[config.mk]
export PLATFORM = sky130hd
export DESIGN_NAME = pdfc_top
export DESIGN_NICKNAME = d
export VERILOG_FILES = /design/src/pdfc_pkg.sv /design/src/pdfc_cell.sv /design/src/pdfc_top.sv
export VERILOG_INCLUDE_DIRS = /design/src
export SDC_FILE = /design/constraint.sdc
export NUM_CORES = 1
export LEC_CHECK = 0
export BUFFER_PORTS_ARGS = -buffer_cell sky130_fd_sc_hd__buf_4
export CAP_MARGIN = 20
export CORE_MARGIN = 2
export CORE_UTILIZATION = 25
export CTS_CLUSTER_SIZE = 24
export DETAILED_ROUTE_END_ITERATION = 16
export GPL_TIMING_DRIVEN = 1
export HOLD_SLACK_MARGIN = 0.15
export PLACE_DENSITY = 0.43
export SYNTH_ARGS = -nofsm -noshare
export SYNTH_HDL_FRONTEND = slang
export SYNTH_SLANG_ARGS = --single-unit
[constraint.sdc]
create_clock -name clk_sys -period 9.3 [get_ports clk_sys]
set_clock_uncertainty 0.2 [all_clocks]
set_input_delay 1.395 -clock clk_sys [delete_from_list [all_inputs] [get_ports clk_sys]]
set_output_delay 1.395 -clock clk_sys [all_outputs]
set_load 0.05 [all_outputs]
[src/pdfc_cfg.svh]
/*
 * Timing counts and reset values for the power-down freeze control block.
 * Assumes a 200 MHz system clock; included by name where needed.
 */
// Contract
// - Sleep low captures inputs, logic and outputs.
// - Outputs hold low, high or high impedance.
// - Input and clock toggles ignored while asleep.
// - Combinational outputs follow inputs within wake delay; pins stay held through the wake state and update one cycle into run.
// - Registered outputs resume clocking within wake delay.
// - Every register has a clock enable.
// - Per-macrocell speed select bit.
// - Low-power macrocells add fixed delay.
// - Readback lock refuses reads; erase clears it.
`ifndef PDFC_CFG_SVH
`define PDFC_CFG_SVH
// Clock period in picoseconds.
`define PDFC_CLK_PERIOD_PS   5000
// Wake response delay in picoseconds, and its cycle count (longest time, rounded down).
`define PDFC_WAKE_DELAY_PS   20000
`define PDFC_WAKE_CYCLES     ((`PDFC_WAKE_DELAY_PS / `PDFC_CLK_PERIOD_PS) < 1 ? 1 : \
                              (`PDFC_WAKE_DELAY_PS / `PDFC_CLK_PERIOD_PS))
// Low-power delay adder in picoseconds, and its cycle count (least time, rounded up).
`define PDFC_LP_ADDER_PS     5000
`define PDFC_LP_CYCLES       ((`PDFC_LP_ADDER_PS + `PDFC_CLK_PERIOD_PS - 1) / `PDFC_CLK_PERIOD_PS)
// Reset values.
`define PDFC_RST_SPEED_SEL   1'b1
`define PDFC_RST_LOCK        1'b0
`endif

[src/pdfc_pkg.sv]
/*
 * Types shared by the power-down freeze control block.
 * Assumes nothing beyond a SystemVerilog compiler.
 */
package pdfc_pkg;
    // ========================================
    // Sleep sequencer states.
    typedef enum logic [3:0] {
        PDFC_RUN   = 4'b0001,
        PDFC_ENTER = 4'b0010,
        PDFC_SLEEP = 4'b0100,
        PDFC_WAKE  = 4'b1000
    } pdfc_state_type;
endpackage

[src/pdfc_cell.sv]
/*
 * One macrocell: a clock-enabled register with an optional low-power
 * delay line on its data and enable path.
 * Assumes the parent supplies the freeze gate and speed select.
 */
`timescale 1ns/100ps
`include "pdfc_cfg.svh"
module pdfc_cell #(
    parameter int LP_CYCLES = `PDFC_LP_CYCLES
) (
    // Clock and reset.
    input  wire logic clk_sys,
    input  wire logic rst,
    // Control.
    input  wire logic run_en,
    input  wire logic high_speed,
    // Data.
    input  wire logic d_in,
    input  wire logic user_ce,
    output logic      q_out,
    output logic      comb_out
);
    initial begin
        if (LP_CYCLES < 1 || LP_CYCLES > 32) begin
            $error("pdfc_cell: LP_CYCLES out of range");
        end
    end

    // ========================================
    // State: delay line, registered output and held combinational value.
    typedef struct packed {
        logic [LP_CYCLES-1:0] dly_d;
        logic [LP_CYCLES-1:0] dly_ce;
        logic                 q;
        logic                 comb;
    } pdfc_cell_st_type;

    pdfc_cell_st_type st_ff;
    pdfc_cell_st_type nxt_st;
    logic             eff_d;
    logic             eff_ce;

    // Low-power cells take the data from the end of the delay line.
    always_comb begin
        eff_d  = high_speed ? d_in : st_ff.dly_d[LP_CYCLES-1];
        eff_ce = high_speed ? user_ce : st_ff.dly_ce[LP_CYCLES-1];
        nxt_st = st_ff;
        if (run_en) begin
            // The delay line freezes too, so nothing in flight leaks through sleep.
            // The size cast drops the oldest bit off the far end of each line.
            nxt_st.dly_d  = LP_CYCLES'({st_ff.dly_d, d_in});
            nxt_st.dly_ce = LP_CYCLES'({st_ff.dly_ce, user_ce});
            nxt_st.comb   = eff_d;
            if (eff_ce) begin
                nxt_st.q = eff_d;
            end
        end
    end

    always_ff @(posedge clk_sys or posedge rst) begin
        if (rst) begin
            st_ff <= '0;
        end else begin
            st_ff <= nxt_st;
        end
    end

    assign q_out    = st_ff.q;
    assign comb_out = st_ff.comb;
endmodule

[src/pdfc_top.sv]
/*
 * Power-down freeze control: a bank of macrocells whose inputs, state and
 * pins freeze while the active-low sleep request is low, with wake delay,
 * per-cell speed select and a readback lock cleared on erase.
 * Assumes the board controller sequences clocks and enables around sleep.
 */
`timescale 1ns/100ps
`include "pdfc_cfg.svh"
module pdfc_top #(
    parameter int N_CELLS     = 8,
    parameter int WAKE_CYCLES = `PDFC_WAKE_CYCLES
) (
    // Clock and reset.
    clk_sys,
    rst,
    // Sleep and tristate controls.
    sleep_request_n,
    tristate_control_a_n,
    tristate_control_b_n,
    // User logic pins.
    user_in,
    user_ce,
    oe_sel_b,
    pin_out,
    pin_oe,
    // Configuration.
    cfg_wr,
    cfg_speed_sel,
    cfg_lock_set,
    cfg_erase,
    cfg_rd,
    cfg_rd_data,
    cfg_rd_valid,
    cfg_rd_refused,
    // Status.
    asleep
);
    input  wire logic               clk_sys;
    input  wire logic               rst;
    input  wire logic               sleep_request_n;
    input  wire logic               tristate_control_a_n;
    input  wire logic               tristate_control_b_n;
    input  wire logic [N_CELLS-1:0] user_in;
    input  wire logic [N_CELLS-1:0] user_ce;
    input  wire logic [N_CELLS-1:0] oe_sel_b;
    output logic      [N_CELLS-1:0] pin_out;
    output logic      [N_CELLS-1:0] pin_oe;
    input  wire logic               cfg_wr;
    input  wire logic [N_CELLS-1:0] cfg_speed_sel;
    input  wire logic               cfg_lock_set;
    input  wire logic               cfg_erase;
    input  wire logic               cfg_rd;
    output logic      [N_CELLS-1:0] cfg_rd_data;
    output logic                    cfg_rd_valid;
    output logic                    cfg_rd_refused;
    output logic                    asleep;

    initial begin
        if (N_CELLS < 1 || N_CELLS > 64 || WAKE_CYCLES < 1 || WAKE_CYCLES > 4096) begin
            $error("pdfc_top: parameter out of range");
        end
    end

    // ========================================
    // Whole-block state in one struct.
    typedef struct packed {
        pdfc_pkg::pdfc_state_type state;
        logic [11:0]              wake_cnt;
        logic [N_CELLS-1:0]       in_hold;
        logic [N_CELLS-1:0]       ce_hold;
        logic [N_CELLS-1:0]       out_hold;
        logic [N_CELLS-1:0]       oe_hold;
        logic [N_CELLS-1:0]       speed_sel;
        logic                     lock;
        logic [N_CELLS-1:0]       rd_data;
        logic                     rd_valid;
        logic                     rd_refused;
    } pdfc_st_type;

    pdfc_st_type        st_ff;
    pdfc_st_type        nxt_st;
    logic               run_en;
    logic [N_CELLS-1:0] cell_q;
    logic [N_CELLS-1:0] cell_comb;
    logic [N_CELLS-1:0] live_oe;

    // Per-pin output enable from the selected active-low global control.
    function automatic logic [N_CELLS-1:0] oe_map(input logic [N_CELLS-1:0] sel, input logic a_n, input logic b_n);
        oe_map = (~sel & {N_CELLS{~a_n}}) | (sel & {N_CELLS{~b_n}});
    endfunction

    // Cells advance in the run and wake states; during wake the inputs are live again.
    assign run_en  = (st_ff.state == pdfc_pkg::PDFC_RUN) ||
                     (st_ff.state == pdfc_pkg::PDFC_WAKE);
    assign live_oe = oe_map(oe_sel_b, tristate_control_a_n, tristate_control_b_n);

    // ========================================
    // Macrocell bank.
    genvar gi;
    generate
        for (gi = 0; gi < N_CELLS; gi = gi + 1) begin : g_cell
            pdfc_cell u_cell (
                .clk_sys    (clk_sys),
                .rst        (rst),
                .run_en     (run_en),
                .high_speed (st_ff.speed_sel[gi]),
                .d_in       (st_ff.in_hold[gi]),
                .user_ce    (st_ff.ce_hold[gi]),
                .q_out      (cell_q[gi]),
                .comb_out   (cell_comb[gi])
            );
        end
    endgenerate

    // ========================================
    // Sequencer, input capture, pin hold and configuration.
    always_comb begin
        nxt_st            = st_ff;
        nxt_st.rd_valid   = 1'b0;
        nxt_st.rd_refused = 1'b0;
        case (st_ff.state)
            pdfc_pkg::PDFC_RUN: begin
                nxt_st.in_hold  = user_in;
                nxt_st.ce_hold  = user_ce;
                nxt_st.out_hold = cell_q ^ cell_comb;
                nxt_st.oe_hold  = live_oe;
                if (!sleep_request_n) begin
                    // Last capture already stands; freeze from here.
                    nxt_st.state = pdfc_pkg::PDFC_ENTER;
                    nxt_st.in_hold  = st_ff.in_hold;
                    nxt_st.ce_hold  = st_ff.ce_hold;
                end
            end
            pdfc_pkg::PDFC_ENTER: begin
                nxt_st.state = pdfc_pkg::PDFC_SLEEP;
            end
            pdfc_pkg::PDFC_SLEEP: begin
                // Held values untouched; inputs and clocks are not looked at.
                if (sleep_request_n) begin
                    nxt_st.state    = pdfc_pkg::PDFC_WAKE;
                    nxt_st.wake_cnt = 12'(WAKE_CYCLES - 1);
                end
            end
            pdfc_pkg::PDFC_WAKE: begin
                nxt_st.in_hold  = user_in;
                nxt_st.ce_hold  = user_ce;
                if (!sleep_request_n) begin
                    nxt_st.state = pdfc_pkg::PDFC_ENTER;
                end else if (st_ff.wake_cnt == 12'h0000) begin
                    nxt_st.state = pdfc_pkg::PDFC_RUN;
                end else begin
                    nxt_st.wake_cnt = st_ff.wake_cnt - 12'h0001;
                end
            end
            default: begin
                nxt_st.state = pdfc_pkg::PDFC_RUN;
            end
        endcase
        // Configuration writes; erase returns speed select to its reset value (all high-speed) and clears the lock.
        if (cfg_erase) begin
            nxt_st.speed_sel = {N_CELLS{`PDFC_RST_SPEED_SEL}};
            nxt_st.lock      = 1'b0;
        end else begin
            if (cfg_wr) begin
                nxt_st.speed_sel = cfg_speed_sel;
            end
            if (cfg_lock_set) begin
                nxt_st.lock = 1'b1;
            end
        end
        // Readback is refused while locked.
        if (cfg_rd) begin
            nxt_st.rd_valid   = ~st_ff.lock;
            nxt_st.rd_refused = st_ff.lock;
            nxt_st.rd_data    = st_ff.lock ? '0 : st_ff.speed_sel;
        end
    end

    always_ff @(posedge clk_sys or posedge rst) begin
        if (rst) begin
            st_ff           <= '0;
            st_ff.state     <= pdfc_pkg::PDFC_RUN;
            st_ff.speed_sel <= {N_CELLS{`PDFC_RST_SPEED_SEL}};
            st_ff.lock      <= `PDFC_RST_LOCK;
        end else begin
            st_ff <= nxt_st;
        end
    end

    // Pins show the held drive and enable, frozen outside the run state.
    assign pin_out        = st_ff.out_hold;
    assign pin_oe         = st_ff.oe_hold;
    assign cfg_rd_data    = st_ff.rd_data;
    assign cfg_rd_valid   = st_ff.rd_valid;
    assign cfg_rd_refused = st_ff.rd_refused;
    assign asleep         = (st_ff.state == pdfc_pkg::PDFC_SLEEP) ||
                            (st_ff.state == pdfc_pkg::PDFC_ENTER);
endmodule

# ---- Yosys cells after proc, flatten, opt, wreduce, memory -nomap -nowiden
# Index checks and enable logic that the tools add are counted.
dict set report classes {
  bitwise 8
  addsub 1
  reduce_logical 18
  mux 31
  eq_ne 10
}
# cell n
set op_table {}
lappend op_table {{16-bit two-way mux} 2}
lappend op_table {{16-bit one-hot mux with 2 select lines} 1}
lappend op_table {{12-bit two-way mux} 2}
lappend op_table {{12-bit one-hot mux with 2 select lines} 1}
lappend op_table {{2-bit AND reduction} 9}
lappend op_table {{1-bit two-way mux} 17}
lappend op_table {{8-bit bitwise AND} 2}
lappend op_table {{8-bit two-way mux} 2}
lappend op_table {{4-bit one-hot mux with 4 select lines} 1}
lappend op_table {{12-bit zero test} 1}
lappend op_table {{4-bit two-way mux} 3}
lappend op_table {{12-bit by 1-bit subtractor with 12-bit output, second input constant} 1}
lappend op_table {{2-bit != test, second input constant} 5}
lappend op_table {{9-bit two-way mux} 1}
lappend op_table {{8-bit inverter} 1}
lappend op_table {{8-bit OR} 1}
lappend op_table {{2-bit nonzero test} 4}
lappend op_table {{8-bit bitwise XOR} 1}
lappend op_table {{4-bit by 1-bit == test with 1-bit output, second input constant} 1}
lappend op_table {{4-bit by 2-bit == test with 1-bit output, second input constant} 1}
lappend op_table {{4-bit by 3-bit == test with 1-bit output, second input constant} 1}
lappend op_table {{4-bit == test, second input constant} 1}
lappend op_table {{4-bit AND reduction} 1}
lappend op_table {{3-bit by 2-bit != test with 1-bit output, second input constant} 1}
lappend op_table {{4 further kinds} 7}
dict set report totals {
  register_bits 99
  out_inout_bits 27
  word_cells 111
}

# ---- Logic depth before layout (Yosys ltp)
dict set report depth {
  depth_word 4
  mapped_depth 7
  mapped_depth_nobuf 6
}

# ---- By module
# From an unflattened synthesis, not the netlist that was laid out.
dict set report hier_totals {
  cells_unflattened 385
  hier_area_um2 4529.3
}
# mod cells_per_inst seq_area_each_um2 area_per_inst_um2 instances
set modules_own_cells {}
lappend modules_own_cells {pdfc_top 281 1687.9 3158.0 1}
lappend modules_own_cells {pdfc_cell 13 100.1 171.4 8}

# ---- Worst setup path before layout
# Ideal clock, no wire load.
dict set report synth_timing {
  path_type {register to output}
  start {reg st_ff[64] in the netlist's numbering}
  end {out asleep}
  setup_slack_ns 5.868
  stages_incl_launch_ff 4
  t_required_ns 7.705
  path_buffers 1
  arrival_ns 1.837
  path_cell_list {dfrtp_1 > buf_2 > nand2b_1 > a211oi_1}
}
dict set report synth_between {
  elab_chain_cells 2
}
# item line_no
set synth_lines {}
lappend synth_lines {{start: declaration} pdfc_top.sv:80} ;# pdfc_st_type st_ff;
lappend synth_lines {{start signal: assignment} pdfc_top.sv:186} ;# st_ff <= nxt_st;
lappend synth_lines {{4-bit by 3-bit == test with 1-bit output / 4-bit by 2-bit == test with 1-bit output (equally long branches)} {pdfc_top.sv:196, pdfc_top.sv:197}}
lappend synth_lines {{1-bit logical OR (*)} pdfc_top.sv:196} ;# assign asleep = (st_ff.state == pdfc_pkg::PDFC_SLEEP) ||
lappend synth_lines {{end: declaration} pdfc_top.sv:56} ;# output logic asleep;
# Every way passes the cells marked *; elsewhere a longest branch is shown, timed or not.

# ---- Worst setup path in the final report
# Ends and elaborated chain as after synthesis.

==> metrics.txt <==
Post-CTS Setup Bufs=0; antenna violations before repair=0; hold crit path type=reg2reg; vias in the first global route=3052; FF-to-FF End=g_cell[0].u_cell.q_out$_DFFE_PP0P_; Synth Instances=381; WP data required=7710 ps; fillcell total=1852; Num CTS Buffers=9; final period utilization=33.2%; Pleak=2.41 nW; status=finished clean; IO buf count=67; Tot Pwr=1.80 mW; Total Wirelength=9.36 mm; Final Non-Filler Cells=657; Worst setup startpoint=st_ff[64]$_DFFE_PP0P_; Syn Area/Cell=11.9 um2; largest net degree at the start of global routing=71; Rows=49; RSZ-0062 raised after global routing=false; drt drc=0; clk root buf=clkbuf_16; worst slew pin tran=897 ps; die height=139 um; total track usage=10.3%; Period minus WS final=3090 ps; Seq/Total Area, Yosys=54.8%; CTS-repair resized insts=0; Vias per Instance=4.33; CP max FO=9; post-DP HPWL=6.46 mm; layout cells sized above 1=38.8%; first-pass GRT wire length=15.8 mm; H-tree Lvls=3; Yosys reg bits=99; power per cell area=331 nW/um2; clk_lat worst skew=340 ps; ANT nets after route=0; yosys warns=0; core area=17900 um2; Final Setup Violations=0; R2R Setup Slk=6980 ps; # nets final=467; max cap viols=0; Starting Density=25.4%; Slew Limit Fails=0; Routed WL per cell=14.2 um; Max Fclk=324 MHz; Critical R2R Launch=st_ff[63]$_DFFE_PP1P_; Placed Cells=641; clk buf depth=2; post-layout utilization of the core=30.5%; peak supply drop=0.139 mV; Syn Nets=424; Reg clk slew, reported paths=70 ps; final setup TNS=0 ps; synthesized area=4540 um2; DR iter-0 viols=126; DR pass1 iterations=4; Clock Sinks=99; diodes inserted=0; Setup crit start kind=flop; Crit. End Element=output pin; GP Congestion=0.701; Fin. Hold Viols=0; CTS Hold Buffers Added=0; most common cell after layout, fill and taps aside=dfrtp_1; die area=19300 um2; area delta synth->final=20.1%; grt ovf=0; DR vias=2846; worst setup path category=reg2out; post-synth cell types=38; critical path arrival=1500 ps; Slew HR=40.2%; Die Width=139 um; I/O pin count=68; TritonCTS clock tree=built; Hold Worst Slack=293 ps; end of the critical path=asleep; WHS Path Cells=1; commonest cells after routing, fill and taps aside=dfrtp_1, buf_4, mux2_2; R2R cell count=6
## state kept, by name, indices dropped and copies added (netlist names)
signal / flops
cfg_rd_data: 8
cfg_rd_refused: 1
cfg_rd_valid: 1
g_cell.u_cell.comb_out: 8
g_cell.u_cell.q_out: 8
g_cell.u_cell.st_ff: 16
pin_oe: 8
pin_out: 8
st_ff: 41
## stage by stage
step	worst slack (ps)	area [um2]
final	6210	5450
after global routing	6110	5450
after CTS	6180	5440
after detailed placement	6090	5110
after global placement	6150	5110
after floorplan	5130	4540
## Yosys cell counts
cell type | number | share of area [%]
o31ai_1 | 1 | 0.17
mux2i_1 | 16 | 3.5
o21ai_0 | 19 | 2.1
nor4b_4 | 2 | 1.0
a211oi_1 | 2 | 0.33
xnor2_1 | 8 | 1.5
nor2b_1 | 9 | 1.2
or2_2 | 1 | 0.14
buf_4 | 24 | 4.0
nor3_1 | 4 | 0.44
dfstp_2 | 9 | 5.2
mux2_2 | 64 | 16
and2_1 | 2 | 0.28
nand2_2 | 1 | 0.14
a21oi_2 | 1 | 0.19
nand2_1 | 26 | 2.1
a21oi_1 | 13 | 1.4
and2_0 | 1 | 0.14
nor4b_1 | 3 | 0.58
dfrtp_1 | 90 | 50
or4_1 | 3 | 0.50
a31oi_1 | 1 | 0.14
o21a_1 | 1 | 0.17
nor3b_1 | 3 | 0.50
a211o_1 | 8 | 1.5
o211a_1 | 1 | 0.22
ha_1 | 2 | 0.55
o22ai_1 | 1 | 0.14
and3_1 | 1 | 0.14
nand2b_1 | 1 | 0.14
clkbuf_1 | 8 | 0.66
nor2_1 | 25 | 2.1
inv_1 | 13 | 1.1
buf_2 | 7 | 0.77
nand3_1 | 2 | 0.22
nor4_1 | 4 | 0.55
or3_1 | 2 | 0.28
nand4_1 | 2 | 0.28
## kinds of logic (layout without fill, tap and decap cells)
| group | after synthesis | count (layout) | share of synthesized area [%] |
|---|---|---|---|
| AO/OA/AOI/OAI | 48 | 48 | 6.42 |
| XOR/XNOR | 8 | 8 | 1.54 |
| adder cells (fa/ha/maj) | 2 | 2 | 0.551 |
| buffers and inverters | 52 | 99 | 6.48 |
| flip-flops | 99 | 99 | 54.8 |
| multiplexers | 80 | 80 | 19.4 |
| AND/OR/NAND/NOR | 92 | 92 | 10.8 |
## layer usage
metal	GRT usage, %	part of all wire [%]	vias to the layer above
li1	-	-	1385
met1	13.6	48	1389
met2	16.1	45	62
met3	3.90	6.2	10
met4	2.71	1.0	0
met5	0	0	-
## area by class of cell
| class | instances | area [um2] | share of cell area, % |
|---|---|---|---|
| clock buffer | 10 | 239 | 4.38 |
| clock inverter | 5 | 85.1 | 1.56 |
| inverter | 13 | 51.3 | 0.941 |
| multi-input combinational | 230 | 1760 | 32.3 |
| sequential | 99 | 2490 | 45.7 |
| tap | 229 | 287 | 5.26 |
| timing repair buffer | 71 | 541 | 9.92 |
## critical path: stages, from the launching register on
cell and delay (ps):
dfrtp_1 550, nand2_1 130, a211oi_1 250, buf_4 230
## worst min-delay path by stage
stage | start | to | slack (ps)
floorplan | st_ff[61]$_DFFE_PP0P_ | st_ff[61]$_DFFE_PP0P_ | 250
global placement | st_ff[61]$_DFFE_PP0P_ | st_ff[61]$_DFFE_PP0P_ | 270
detailed placement | pin_oe[5]$_DFFE_PP0P_ | pin_oe[5]$_DFFE_PP0P_ | 280
CTS | st_ff[61]$_DFFE_PP0P_ | st_ff[61]$_DFFE_PP0P_ | 300
global route | g_cell[0].u_cell.st_ff[3]$_DFFE_PP0P_ | g_cell[0].u_cell.st_ff[3]$_DFFE_PP0P_ | 310
finish | st_ff[61]$_DFFE_PP0P_ | st_ff[61]$_DFFE_PP0P_ | 290
## where the power goes
| group | internal [mW] | total, mW | switching [mW] |
|---|---|---|---|
| clock | 0.244 | 0.408 | 0.164 |
| combinational | 0.322 | 0.688 | 0.366 |
| sequential | 0.599 | 0.706 | 0.107 |
| total | 1.16 | 1.80 | 0.637 |
(Power assumes the default switching activity.)
